`config.mk`:
```
export PLATFORM = sky130hd
export DESIGN_NAME = pwm_dual
export DESIGN_NICKNAME = d
export VERILOG_FILES = /design/src/rtl/pwm_pkg.sv /design/src/rtl/pwm_dual.sv /design/src/rtl/pwm_channel.sv
export SDC_FILE = /design/constraint.sdc
export NUM_CORES = 1
export LEC_CHECK = 0
export BUFFER_PORTS_ARGS = -buffer_cell sky130_fd_sc_hd__buf_2
export CORE_MARGIN = 5
export CORE_UTILIZATION = 40
export CTS_CLUSTER_SIZE = 28
export DETAILED_ROUTE_END_ITERATION = 12
export GPL_ROUTABILITY_DRIVEN = 0
export PLACE_DENSITY = 0.69
export SLEW_MARGIN = 30
export SYNTH_ARGS = -nofsm -noshare
export SYNTH_HDL_FRONTEND = slang
export SYNTH_SLANG_ARGS = --single-unit
```
`constraint.sdc`:
```
create_clock -name clk -period 2.9 [get_ports clk]
set_clock_uncertainty 0.2 [all_clocks]
set_input_delay 0.145 -clock clk [delete_from_list [all_inputs] [get_ports clk]]
set_output_delay 0.145 -clock clk [all_outputs]
set_load 0.02 [all_outputs]
```
`src/rtl/pwm_pkg.sv`:
```
/*
  Package for the dual ten-bit PWM block: register offsets, field
  positions, reset values and prescale codes.
  Assumes a 32-bit APB slave with word-aligned registers.
*/
package pwm_pkg;
  // Register byte offsets
  localparam logic [7:0] OFF_TIMER_CTRL = 8'h00;
  localparam logic [7:0] OFF_PERIOD = 8'h04;
  localparam logic [7:0] OFF_TIMER_COUNT = 8'h08;
  localparam logic [7:0] OFF_FIVE_CONTROL = 8'h10;
  localparam logic [7:0] OFF_FIVE_DUTY_HIGH = 8'h14;
  localparam logic [7:0] OFF_FIVE_DUTY_LOW = 8'h18;
  localparam logic [7:0] OFF_SIX_CONTROL = 8'h20;
  localparam logic [7:0] OFF_SIX_DUTY_HIGH = 8'h24;
  localparam logic [7:0] OFF_SIX_DUTY_LOW = 8'h28;
  // Control register fields
  localparam int EN_BIT = 7;
  localparam int OUT_BIT = 5;
  localparam int POL_BIT = 4;
  // Duty low field position
  localparam int DL_MSB = 7;
  localparam int DL_LSB = 6;
  // Timer control fields
  localparam int TON_BIT = 2;
  localparam int PS_MSB = 1;
  // Prescale codes: 1, 4, 16
  localparam logic [1:0] PS_DIV1 = 2'h0;
  localparam logic [1:0] PS_DIV4 = 2'h1;
  localparam logic [1:0] PS_DIV16 = 2'h2;
  // Reset values
  localparam logic [7:0] PERIOD_RESET = 8'hff;
  localparam logic [9:0] DUTY_RESET = 10'h000;
endpackage

```
`src/rtl/pwm_dual.sv`:
```
/*
  Dual ten-bit PWM with shared eight-bit timer, APB register access.
  Assumes a single 200 MHz clock and an APB master.
*/
`timescale 1ns/1ps
module pwm_dual (
  input wire logic clk,
  input wire logic resetn,
  input wire logic sleep,
  input wire logic psel,
  input wire logic penable,
  input wire logic pwrite,
  input wire logic [7:0] paddr,
  input wire logic [31:0] pwdata,
  output logic [31:0] prdata,
  output logic pready,
  output logic pslverr,
  output logic pwm_five_out,
  output logic pwm_six_out,
  output logic period_match
);
  logic [2:0] tctrl;
  logic [2:0] next_tctrl;
  logic [7:0] period_register;
  logic [7:0] next_period_register;
  logic [7:0] shared_timer_count;
  logic [7:0] next_shared_timer_count;
  logic [5:0] prescaler;
  logic [5:0] next_prescaler;
  logic [9:0] duty_five;
  logic [9:0] next_duty_five;
  logic [9:0] duty_six;
  logic [9:0] next_duty_six;
  logic [1:0] ctrl_five;
  logic [1:0] next_ctrl_five;
  logic [1:0] ctrl_six;
  logic [1:0] next_ctrl_six;
  logic [31:0] next_prdata;
  logic sleep_meta;
  logic sleep_sync;
  logic wr;
  logic running;
  logic advance;
  logic last_phase;
  logic reload;
  logic [1:0] low_bits;
  logic [9:0] time_base;

  // Two-flop sync of the sleep pin
  always_ff @(posedge clk)
  begin
    if (!resetn)
    begin
      sleep_meta <= 1'b0;
      sleep_sync <= 1'b0;
    end
    else
    begin
      sleep_meta <= sleep;
      sleep_sync <= sleep_meta;
    end
  end

  // Control register read image
  function automatic logic [31:0] ctrl_image(input logic [1:0] c,
                                              input logic lvl);
    logic [31:0] v;
    v = 32'h0;
    v[pwm_pkg::EN_BIT] = c[1];
    v[pwm_pkg::OUT_BIT] = lvl;
    v[pwm_pkg::POL_BIT] = c[0];
    return v;
  endfunction

  // Duty low read image, low six bits zero
  function automatic logic [31:0] low_image(input logic [9:0] d);
    logic [31:0] v;
    v = 32'h0;
    v[pwm_pkg::DL_MSB:pwm_pkg::DL_LSB] = d[1:0];
    return v;
  endfunction

  assign pready = 1'b1;
  assign pslverr = 1'b0;
  assign wr = psel && penable && pwrite;
  assign running = tctrl[pwm_pkg::TON_BIT] && !sleep_sync;

  // Time base low bits from clock phase or prescaler
  always_comb
  begin
    case (tctrl[pwm_pkg::PS_MSB:0])
      pwm_pkg::PS_DIV1:
      begin
        low_bits = prescaler[1:0];
        last_phase = prescaler[1:0] == 2'h3;
      end
      pwm_pkg::PS_DIV4:
      begin
        low_bits = prescaler[3:2];
        last_phase = prescaler[3:0] == 4'hf;
      end
      default:
      begin
        low_bits = prescaler[5:4];
        last_phase = &prescaler;
      end
    endcase
    time_base = {shared_timer_count, low_bits};
  end
  assign advance = running;
  assign reload = running && last_phase
    && shared_timer_count == period_register;
  assign period_match = reload;

  // Timer, prescaler and register next values
  always_comb
  begin
    next_tctrl = tctrl;
    next_period_register = period_register;
    next_prescaler = prescaler;
    next_shared_timer_count = shared_timer_count;
    next_duty_five = duty_five;
    next_duty_six = duty_six;
    next_ctrl_five = ctrl_five;
    next_ctrl_six = ctrl_six;
    if (running)
    begin
      // Phase counter: 4 clocks a tick at 1, 16 at 4, 64 at 16
      if (tctrl[pwm_pkg::PS_MSB:0] == pwm_pkg::PS_DIV1)
        next_prescaler = {4'h0, prescaler[1:0] + 2'h1};
      else if (tctrl[pwm_pkg::PS_MSB:0] == pwm_pkg::PS_DIV4)
        next_prescaler = {2'h0, prescaler[3:0] + 4'h1};
      else
        next_prescaler = prescaler + 6'h01;
      if (last_phase)
      begin
        next_prescaler = 6'h00;
        next_shared_timer_count = reload ? 8'h00
          : shared_timer_count + 8'h01;
      end
    end
    if (wr)
    begin
      if (paddr == pwm_pkg::OFF_TIMER_CTRL)
        next_tctrl = pwdata[2:0];
      else if (paddr == pwm_pkg::OFF_PERIOD)
        next_period_register = pwdata[7:0];
      else if (paddr == pwm_pkg::OFF_TIMER_COUNT)
        next_shared_timer_count = pwdata[7:0];
      else if (paddr == pwm_pkg::OFF_FIVE_CONTROL)
        next_ctrl_five = {pwdata[pwm_pkg::EN_BIT], pwdata[pwm_pkg::POL_BIT]};
      else if (paddr == pwm_pkg::OFF_FIVE_DUTY_HIGH)
        next_duty_five[9:2] = pwdata[7:0];
      else if (paddr == pwm_pkg::OFF_FIVE_DUTY_LOW)
        next_duty_five[1:0] = pwdata[pwm_pkg::DL_MSB:pwm_pkg::DL_LSB];
      else if (paddr == pwm_pkg::OFF_SIX_CONTROL)
        next_ctrl_six = {pwdata[pwm_pkg::EN_BIT], pwdata[pwm_pkg::POL_BIT]};
      else if (paddr == pwm_pkg::OFF_SIX_DUTY_HIGH)
        next_duty_six[9:2] = pwdata[7:0];
      else if (paddr == pwm_pkg::OFF_SIX_DUTY_LOW)
        next_duty_six[1:0] = pwdata[pwm_pkg::DL_MSB:pwm_pkg::DL_LSB];
    end
  end

  // Read data mux, registered
  always_comb
  begin
    next_prdata = 32'h0;
    if (paddr == pwm_pkg::OFF_TIMER_CTRL)
      next_prdata = {29'h0, tctrl};
    else if (paddr == pwm_pkg::OFF_PERIOD)
      next_prdata = {24'h0, period_register};
    else if (paddr == pwm_pkg::OFF_TIMER_COUNT)
      next_prdata = {24'h0, shared_timer_count};
    else if (paddr == pwm_pkg::OFF_FIVE_CONTROL)
      next_prdata = ctrl_image(ctrl_five, pwm_five_out);
    else if (paddr == pwm_pkg::OFF_FIVE_DUTY_HIGH)
      next_prdata = {24'h0, duty_five[9:2]};
    else if (paddr == pwm_pkg::OFF_FIVE_DUTY_LOW)
      next_prdata = low_image(duty_five);
    else if (paddr == pwm_pkg::OFF_SIX_CONTROL)
      next_prdata = ctrl_image(ctrl_six, pwm_six_out);
    else if (paddr == pwm_pkg::OFF_SIX_DUTY_HIGH)
      next_prdata = {24'h0, duty_six[9:2]};
    else if (paddr == pwm_pkg::OFF_SIX_DUTY_LOW)
      next_prdata = low_image(duty_six);
  end

  // Register state; duty bits untouched by this reset
  always_ff @(posedge clk)
  begin
    if (!resetn)
    begin
      tctrl <= 3'h0;
      period_register <= pwm_pkg::PERIOD_RESET;
      shared_timer_count <= 8'h00;
      prescaler <= 6'h00;
      ctrl_five <= 2'h0;
      ctrl_six <= 2'h0;
      prdata <= 32'h0;
    end
    else
    begin
      tctrl <= next_tctrl;
      period_register <= next_period_register;
      shared_timer_count <= next_shared_timer_count;
      prescaler <= next_prescaler;
      ctrl_five <= next_ctrl_five;
      ctrl_six <= next_ctrl_six;
      prdata <= next_prdata;
    end
  end

  // Duty storage keeps its value across reset
  always_ff @(posedge clk)
  begin
    duty_five <= next_duty_five;
    duty_six <= next_duty_six;
  end

  pwm_channel five (
    .clk(clk),
    .resetn(resetn),
    .duty_value(duty_five),
    .module_enable(ctrl_five[1]),
    .polarity_select(ctrl_five[0]),
    .reload(reload),
    .advance(advance),
    .time_base(time_base),
    .output_level(pwm_five_out)
  );

  pwm_channel six (
    .clk(clk),
    .resetn(resetn),
    .duty_value(duty_six),
    .module_enable(ctrl_six[1]),
    .polarity_select(ctrl_six[0]),
    .reload(reload),
    .advance(advance),
    .time_base(time_base),
    .output_level(pwm_six_out)
  );

  AST_SLEEP_FREEZE: assert property (@(posedge clk)
    disable iff (!resetn) sleep_sync && !wr |=> $stable(shared_timer_count))
    else $error("timer moved during sleep");
  AST_DUTY_KEEP: assert property (@(posedge clk)
    !wr |=> $stable(duty_five))
    else $error("duty changed without write");
  AST_WRAP: assert property (@(posedge clk)
    disable iff (!resetn) reload && !wr |=> shared_timer_count == 8'h00)
    else $error("timer did not wrap at period match");
  AST_LOW_ZERO: assert property (@(posedge clk)
    disable iff (!resetn) psel && paddr == pwm_pkg::OFF_FIVE_DUTY_LOW
    |=> prdata[5:0] == 6'h0)
    else $error("unimplemented duty bits nonzero");
  AST_HIGH_WRITE: assert property (@(posedge clk)
    disable iff (!resetn) wr && paddr == pwm_pkg::OFF_FIVE_DUTY_HIGH
    |=> duty_five[9:2] == $past(pwdata[7:0]))
    else $error("duty high not stored");
endmodule // pwm_dual

```
`src/rtl/pwm_channel.sv`:
```
/*
  One PWM channel: buffered duty value, compare and polarity.
  Assumes time base and reload strobe from the shared timer.
*/
`timescale 1ns/1ps
module pwm_channel (
  input wire logic clk,
  input wire logic resetn,
  input wire logic [9:0] duty_value,
  input wire logic module_enable,
  input wire logic polarity_select,
  input wire logic reload,
  input wire logic advance,
  input wire logic [9:0] time_base,
  output logic output_level
);
  logic [9:0] applied;
  logic [9:0] next_applied;
  logic active;
  logic next_output_level;

  // Apply new duty only at period match
  always_comb
  begin
    next_applied = reload ? duty_value : applied;
    active = module_enable && (time_base < applied);
    next_output_level = output_level;
    if (advance)
      next_output_level = active ^ polarity_select;
  end

  // Registers; hold when frozen
  always_ff @(posedge clk)
  begin
    if (!resetn)
    begin
      applied <= pwm_pkg::DUTY_RESET;
      output_level <= 1'b0;
    end
    else
    begin
      applied <= next_applied;
      output_level <= next_output_level;
    end
  end

  AST_RELOAD: assert property (@(posedge clk)
    disable iff (!resetn) reload |=> applied == $past(duty_value))
    else $error("duty not applied at period match");
  AST_HOLD: assert property (@(posedge clk)
    disable iff (!resetn) !reload |=> $stable(applied))
    else $error("duty changed outside period match");
  AST_POL: assert property (@(posedge clk)
    disable iff (!resetn) advance && !module_enable
    |=> output_level == $past(polarity_select))
    else $error("disabled output not inactive");
  AST_FREEZE: assert property (@(posedge clk)
    disable iff (!resetn) !advance |=> $stable(output_level))
    else $error("output moved while frozen");
endmodule // pwm_channel

```
# After elaboration in Yosys (flattened, before gate mapping)
# Cells that the tools add are included.
dict set report op_classes {
  div 0
  shifts 0
  order_cmp 2
  n_bitwise 11
  eq_ne 12
  muxes 21
  n_addsub 4
  mul 0
  n_reduce_logical 21
}
# operator n
set ops {}
lappend ops {{8-bit 2-to-1 mux} 15}
lappend ops {{8-bit by 5-bit equality test with 1-bit output (second input constant)} 3}
lappend ops {{8-bit by 6-bit equality test with 1-bit output (second input constant)} 3}
lappend ops {{10-bit less-than comparator} 2}
lappend ops {{6-bit 2-to-1 mux} 3}
lappend ops {{6-bit AND reduction} 2}
lappend ops {{10-bit AND reduction} 1}
lappend ops {{1-bit NOT} 9}
lappend ops {{9-bit AND reduction} 1}
lappend ops {{9-bit OR reduction} 1}
lappend ops {{8-bit by 1-bit adder with 8-bit output (second input constant)} 1}
lappend ops {{8-bit by 3-bit equality test with 1-bit output (second input constant)} 1}
lappend ops {{8-bit by 4-bit equality test with 1-bit output (second input constant)} 1}
lappend ops {{8-bit equality test} 1}
lappend ops {{8-bit zero test} 1}
lappend ops {{8-bit AND reduction} 1}
lappend ops {{1-bit logical AND} 7}
lappend ops {{7-bit AND reduction} 1}
lappend ops {{6-bit by 1-bit adder with 6-bit output (second input constant)} 1}
lappend ops {{5-bit AND reduction} 1}
lappend ops {{4-bit by 1-bit adder with 4-bit output (second input constant)} 1}
lappend ops {{4-bit equality test (second input constant)} 1}
lappend ops {{2-bit case mux with 2 select lines} 1}
lappend ops {{3-bit 2-to-1 mux} 1}
lappend ops {{other kinds (10)} 11}
dict set report totals {
  mem_count 0
  latch_bits 0
  elab_cells 90
  ramBits 0
  out_inout_bits 37
  romBits 0
  regBits 105
  inputBits 46
}

# Depth between registers and ports, before layout
# Gate-level depths: netlist (run 1).
dict set report logic_depth {
  depth_word 11
  ltp_mapped 9
  mapped_depth_nobuf 8
}

# Hierarchy
# A second synthesis (run 1) with hierarchy kept.
dict set report hier_totals {
  cells_unflattened 496
  hier_area_um2 4469.3
}
# module seq_area_each_um2 cells_per_inst instances area_per_inst_um2
set by_module_without_submodules {}
lappend by_module_without_submodules {pwm_dual 1381.3 350 1 3123.0}
lappend by_module_without_submodules {pwm_channel 220.2 73 2 673.1}

# Worst setup path before layout (run 1)
# OpenSTA, ideal clock, no wires.
dict set report synth_timing {
  kind {register -> register}
  start {register tctrl[0]}
  end {register five.output_level}
  required_time_ns 2.580
  path_buffers 1
  stages_incl_launch_ff 10
  t_arrival_ns 1.727
  setup_slack_ns 0.854
  cell_sequence {dfxtp_1 -> buf_2 -> mux2i_1 -> o21ai_0 -> ha_1 -> nor2_1 -> nor3_1 -> o31a_1 -> o31a_1 -> o31a_1}
}
dict set report synth_via {
  elab_chain_len 5
  word_cells_on_any_way 6
}
# element line
set synth_lines {}
lappend synth_lines {{start, declared} pwm_dual.sv:22} ;# logic [2:0] tctrl;
lappend synth_lines {{start signal, assigned} pwm_dual.sv:204} ;# tctrl <= next_tctrl;
lappend synth_lines {{2-bit by 1-bit equality test with 1-bit output or 2-bit zero test (tied branches)} pwm_dual.sv:91} ;# case (tctrl[pwm_pkg::PS_MSB:0])
lappend synth_lines {{2-bit case mux with 2 select lines (*)} pwm_dual.sv:91}
lappend synth_lines {{10-bit less-than comparator (*)} pwm_channel.sv:26} ;# active = module_enable && (time_base < applied);
lappend synth_lines {{1-bit logical AND (*)} pwm_channel.sv:26}
lappend synth_lines {{1-bit bitwise XOR (*)} pwm_channel.sv:29} ;# next_output_level = active ^ polarity_select;
lappend synth_lines {{end signal, assigned} pwm_channel.sv:43} ;# output_level <= next_output_level;
lappend synth_lines {{end, declared} pwm_channel.sv:15} ;# output logic output_level
# Mark *: on every way between the ends. The rest lies on a longest branch, timed or not.
# A chain may end at the register's enable or synchronous reset.

# Final worst setup path (run 1)
dict set report layout_timing {
  start {register prescaler[0]}
  end {output period_match}
}
dict set report layout_via {
  elab_chain_len 4
  word_cells_on_any_way 6
}
# element line
set layout_lines {}
lappend layout_lines {{start, declared} pwm_dual.sv:28} ;# logic [5:0] prescaler;
lappend layout_lines {{start signal, assigned} pwm_dual.sv:207} ;# prescaler <= next_prescaler;
lappend layout_lines {{4-bit equality test (tied with other cells)} pwm_dual.sv:100} ;# last_phase = prescaler[3:0] == 4'hf;
lappend layout_lines {{1-bit case mux with 2 select lines (*)} pwm_dual.sv:91}
lappend layout_lines {{1-bit logical AND (*)} pwm_dual.sv:111} ;# assign reload = running && last_phase
lappend layout_lines {{1-bit logical AND (*)} pwm_dual.sv:112} ;# && shared_timer_count == period_register;
lappend layout_lines {{end, declared} pwm_dual.sv:20} ;# output logic period_match
# Marked as above.

==> results of run 1 <==
placed cells by master (no fill, tap or decap), types with 20 or more instances in the layout:
cell       n
conb_1    26
a21oi_1   32
dfxtp_1   61
edfxtp_1  20
buf_2     32
ha_1      20
nor2b_1   27
nand3_1   27
inv_1     23
mux2i_1   28
nand2_1   50
per-layer routing:
layer  global-route usage [%]  part of all wire, %  routed length (microns)  vias up
met5                        0                    0                        0        -
met2                     29.6                   47                     5540      183
met4                     7.89                  2.4                      285        0
met1                     22.8                   42                     4960     1819
met3                     2.40                  8.0                      937       28
li1                         -                    -                        -     1799
flip-flops by register name, summed over array words and instances, names as in the netlist, 2 cells and up:
register,cells
shared_timer_count,8
ctrl_five,2
tctrl,3
six.applied,10
ctrl_six,2
duty_six,10
five.applied,10
period_register,8
duty_five,10
prescaler,6
prdata,8
report_power, final:
group          leakage [nW]  total, mW  switching, mW  internal [mW]
combinational          1.22      0.221          0.137         0.0842
clock                 0.161       1.29          0.481          0.811
sequential            0.672       1.19         0.0210           1.16
cells in the mapped netlist, types with 6 or more instances:
master    number  area (sq um)
dfxtp_1       61          1220
nand2_1       50           188
a21oi_1       32           160
buf_4         28           210
mux2i_1       28           280
nand3_1       27           135
nor2b_1       27           169
inv_1         23          86.3
edfxtp_1      20           601
ha_1          20           250
nor2_1        18          67.6
o21ai_1       17          85.1
clkbuf_1      13          48.8
o21ai_0       13          65.1
and2_1        10          62.6
a22oi_1        9          67.6
xor2_1         8          70.1
buf_2          6          30.0
nor3_1         6          30.0
area by class of cell:
type | count | area (sq um)
Sequential cell | 81 | 1820
Clock buffer | 11 | 254
Multi-Input combinational cell | 367 | 2370
Tap cell | 140 | 175
Fill cell | 1039 | 5790
Clock inverter | 5 | 85.1
Timing Repair Buffer | 52 | 350
Inverter | 24 | 90.1
worst paths after layout:
kind                                    from                end  slack, ns  cells past startpoint
worst max-delay path            prescaler[0]       period_match       0.29                      7
worst min-delay path                paddr[0]           tctrl[0]       0.03                      4
worst max register to register  prescaler[3]  five.output_level       0.59                      8
worst min register to register    sleep_meta         sleep_sync       0.24                      1
per-stage QoR:
| stage | hold WS [ns] | instances |
|---|---|---|
| 2_1_floorplan | 0.0439 | 520 |
| 3_3_place_gp | 0.157 | 653 |
| 3_5_place_dp | 0.163 | 653 |
| 4_1_cts | 0.0190 | 680 |
| 5_1_grt | 0.0603 | 680 |
| 6_report | 0.0313 | 680 |
repair_timing:
| item | in CTS | in global routing |
|---|---|---|
| setup buffers | 0 | 0 |
| hold endpoints to repair | 39 | 0 |
| endpoints found under the setup margin | 0 | 0 |
| hold buffers | 11 | 0 |
critical path, stage by stage (launching register included):
cell	delay, ns
dfxtp_1	0.41
ha_1	0.27
and4bb_2	0.29
a22o_1	0.23
nand3_1	0.24
buf_12	0.26
inv_2	0.05
buf_2	0.15
logic make-up (layout without fill, tap and decap cells):
family / count (synthesis) / after routing / share of synthesized area [%]
mux: 28 / 28 / 6.25
buf+inv: 72 / 92 / 8.54
flops: 81 / 81 / 40.6
compound gates: 113 / 113 / 16.1
xor+xnor: 9 / 9 / 1.76
simple gates: 171 / 171 / 21.0
other cells: 2 / 26 / 0.168
fa+ha+maj: 20 / 20 / 5.58
==> run_results.csv, run 1 <==
group,metric,value,unit
timing,tns,0,ns
synthesis,ys_warn_count,0,
cts,post_cts_resized,0,
cts,cts.sinks,81,
synthesis,ys_seq_area_share,40.6,%
worst_setup_path,startpoint_type,"register",
place,port_buffers,32,
cts,cts_max_path_buffers,2,
global_routing,grt_max_degree,34,
worst_setup_path,end_kind,"primary output",
worst_setup_path,crit_fanout,19,
synthesis,synth-edff-count,20,
cts,root_buffer,"clkbuf_16",
synthesis,ys.flop_type,"dfxtp_1",
synthesis,syn_area,0.00448,sq mm
layout,postLayoutCellArea,0.00514,sq mm
cts,clk_latency,0.35,ns
timing,tightest_slew,0.788,ns
timing,period_share,89.9,%
routing,vias,3829,
layout,drive_above_1_share,12.8,%
synthesis,avgSynthCellArea,9.04,sq um
synthesis,ys_async_sr_fraction,0,%
timing,timing.fmax,384,MHz
routing,first_pass_iters,5,
synthesis,netlist_instances,496,
layout,diodes,0,
timing,finalSetupViolCount,0,
place,dpl.hpwl,8550,microns
die,die_w,116,microns
global_routing,grt_use_total,17.7,%
layout,fin_util,47.0,%
hold_path,hp-class,"primary input to register",
cts,cts_tree,"done",
synthesis,synth-seq-cells,81,
routing,drt_iter0_drc,209,
timing,layout_setup_ws,0.294,ns
worst_setup_path,setup.worst_path.class,"register to primary output",
pwr,powerDensity,525,mW/mm^2
die,num_rows,38,
global_routing,first_global_vias,3702,
global_routing,grt-ovfl-total,0,
routing,final_antenna_net_count,0,
timing,layout_min_cycle_time,2.61,ns
routing,drcViolationCount,0,
pwr,p_leak,2.05,nW
status,status,"completed",
routing,wl_per_cell,17.2,microns
die,top_level_ports,83,
worst_setup_path,cp.arrival,2.26,ns
timing,relSlewSlack,47.0,%
routing,routed_wirelength,11700,microns
job,max_cap_violations,0,
place,pre_cts_slack,0.620,ns
global_routing,grt_pass1_wl,18400,microns
die,floorplan.die_area,0.0134,sq mm
timing,grt_setup_unrepaired,"no",
synthesis,synth_cell_type_count,59,
pwr,power,2.70,mW
die,fp.coreArea,0.0109,sq mm
layout,nets,601,
cts,cts_max_level,3,
timing,finalHoldViolCount,0,
timing,drv_slew,0,
pwr,ir_worst_vdd,0.456,mV
die,fp.dieH,116,microns
place,dpl-instance-area,0.00470,sq mm
layout,synthToLayoutAreaGrowth,14.8,%
worst_setup_path,cp_data_required_time,2.56,ns
die,initial_core_util,41.0,%
cts,cts_buffers,9,
cts,cts.clk_slew.worst_paths,0.06,ns
global_routing,antenna_found_initial,0,
routing,viasPerCell,5.63,
(Power assumes the default switching activity.)
==> run 2, diff against run 1 <==
Settings changed: CORE_ASPECT_RATIO set to 1.2, SKIP_CTS_REPAIR_TIMING set to 1.
==> run 2 against run 1 <==
  * The run now ends with negative hold slack left
  * Register-to-register slack improved by 0.02 ns
  * Hold slack got worse by 0.037 ns
  * Non-clock buffer count decreased by 1
  * Final cell count fell by 1.3%
  * Die area about the same
  * Worst setup slack better by 0.088 ns
  * Critical path type unchanged
  * Critical endpoint unchanged
  * Largest power group unchanged
==> run_results.csv, run 2 (synthesized netlist as in run 1, its figures left out) <==
group,metric,value,unit
die,fp.dieH,126,microns
place,port_buffers,32,
pwr,p_leak,2.04,nW
timing,period_share,86.8,%
hold_path,hp-class,"primary input to register",
global_routing,grt_max_degree,32,
cts,cts.clk_slew.worst_paths,0.06,ns
global_routing,grt_pass1_wl,18400,microns
worst_setup_path,cp_data_required_time,2.56,ns
cts,clk_latency,0.34,ns
worst_setup_path,startpoint_type,"register",
pwr,swShare,23.1,%
cts,cts_max_level,3,
timing,finalHoldViolCount,1,
pwr,power_frac_seq,44.9,%
routing,routed_wirelength,11300,microns
layout,fin_util,46.4,%
global_routing,grt_use_total,17.4,%
timing,hold_slack,-0.00530,ns
global_routing,first_global_vias,3562,
timing,relSlewSlack,47.9,%
cts,cts.sinks,81,
die,die_w,107,microns
routing,first_pass_iters,5,
cts,cts_tree,"done",
timing,grt_setup_unrepaired,"no",
global_routing,grt-ovfl-total,0,
status,status,"finished, violations left",
routing,viasPerCell,5.62,
global_routing,antenna_found_initial,0,
timing,tightest_slew,0.775,ns
routing,drt_iter0_drc,285,
layout,diodes,0,
routing,drcViolationCount,0,
routing,wl_per_cell,16.9,microns
die,num_rows,42,
pwr,switchingPower,610,uW
routing,vias,3770,
timing,layout_min_cycle_time,2.52,ns
timing,finalSetupViolCount,0,
layout,synthToLayoutAreaGrowth,13.6,%
pwr,p_int,2.03,mW
die,fp.coreArea,0.0110,sq mm
job,max_cap_violations,0,
worst_setup_path,cp.arrival,2.17,ns
pwr,combPwrFrac,8.4,%
die,initial_core_util,40.8,%
timing,tns,0,ns
pwr,ir_worst_vdd,0.286,mV
layout,most-common-layout-cells,"dfxtp_1, nand2_1, a21oi_1, buf_2, mux2i_1",
place,dpl.hpwl,8560,microns
cts,root_buffer,"clkbuf_16",
die,top_level_ports,83,
worst_setup_path,end_kind,"primary output",
layout,nFillCells,1038,
routing,final_antenna_net_count,0,
cts,cts_buffers,9,
timing,drv_slew,0,
worst_setup_path,crit_fanout,15,
layout,fin_cells,671,
pwr,powerDensity,519,mW/mm^2
pwr,power_frac_clock,46.7,%
place,numPlacedInstances,646,
die,floorplan.die_area,0.0134,sq mm
layout,drive_above_1_share,12.8,%
timing,timing.fmax,397,MHz
cts,cts_max_path_buffers,2,
layout,layout_commonest_cell,"dfxtp_1",
layout,nets,600,
status,violations,"negative hold slack",
worst_setup_path,setup.worst_path.class,"register to primary output",
-- run 2: changes by cell type in the layout (fill, tap and decap cells not counted) --
cell           change
clkbuf_16          -1
inv_4              +1
buf_4              +2
clkbuf_1           +1
buf_12             -1
clkinv_4           -1
clkbuf_8           +1
dlygate4sd3_1      -2
clkinvlp_4         -1
-- run 2: metrics by stage --
| step | total power [mW] | setup WS, ns | instance area [sq um] |
|---|---|---|---|
| after CTS | 2.65 | 0.394 | 5000 |
| final | 2.64 | 0.382 | 5090 |
| after global routing | 2.75 | 0.223 | 5090 |
| after detailed placement | 1.42 | 0.641 | 4680 |
| after floorplan | 1.38 | 0.854 | 4570 |
| after global placement | 1.41 | 0.663 | 4680 |
-- run 2: worst max-delay path, stage by stage (launching register included) --
cell     delay, ns
dfxtp_1       0.56
xor2_1        0.14
nor4_2        0.45
nand3_1       0.18
buf_4         0.26
inv_2         0.06
buf_2         0.15
-- run 2: power groups by stage --
stage | clock network (mW) | logic [mW] | registers [mW]
after CTS | 1.25 | 0.211 | 1.19
after floorplan | 0 | 0.178 | 1.20
after global placement | 0 | 0.203 | 1.21
after detailed placement | 0 | 0.210 | 1.21
final | 1.23 | 0.222 | 1.19
after global routing | 1.32 | 0.244 | 1.19
-- run 2: area by class of cell --
cell class,instances,area (sq um),area share (%)
clock inverters,4,75.1,1.47
multi-input cells,367,2370,46.5
clock buffers,12,246,4.84
flip-flops and latches,81,1820,35.8
repair buffers,51,325,6.39
inverters,24,90.1,1.77
well taps,132,165,3.24
-- run 2: worst paths after layout --
check                        startpoint           endpoint  slack [ns]  cells past startpoint
setup / recovery  shared_timer_count[5]       period_match        0.38                      6
hold / removal                 paddr[1]           tctrl[1]      -0.005                      4
setup reg to reg  shared_timer_count[6]  five.output_level        0.61                      6
hold reg to reg              sleep_meta         sleep_sync        0.24                      1
-- run 2: routing by layer --
metal  share of wire, %  global-route usage [%]  vias up  wire length, microns
li1                   -                       -     1792                     -
met1                 42                    21.3     1793                  4770
met2                 49                    29.5      150                  5570
met3                5.2                    3.02       35                   589
met4                3.6                    8.73        0                   407
met5                  0                       0        -                     0
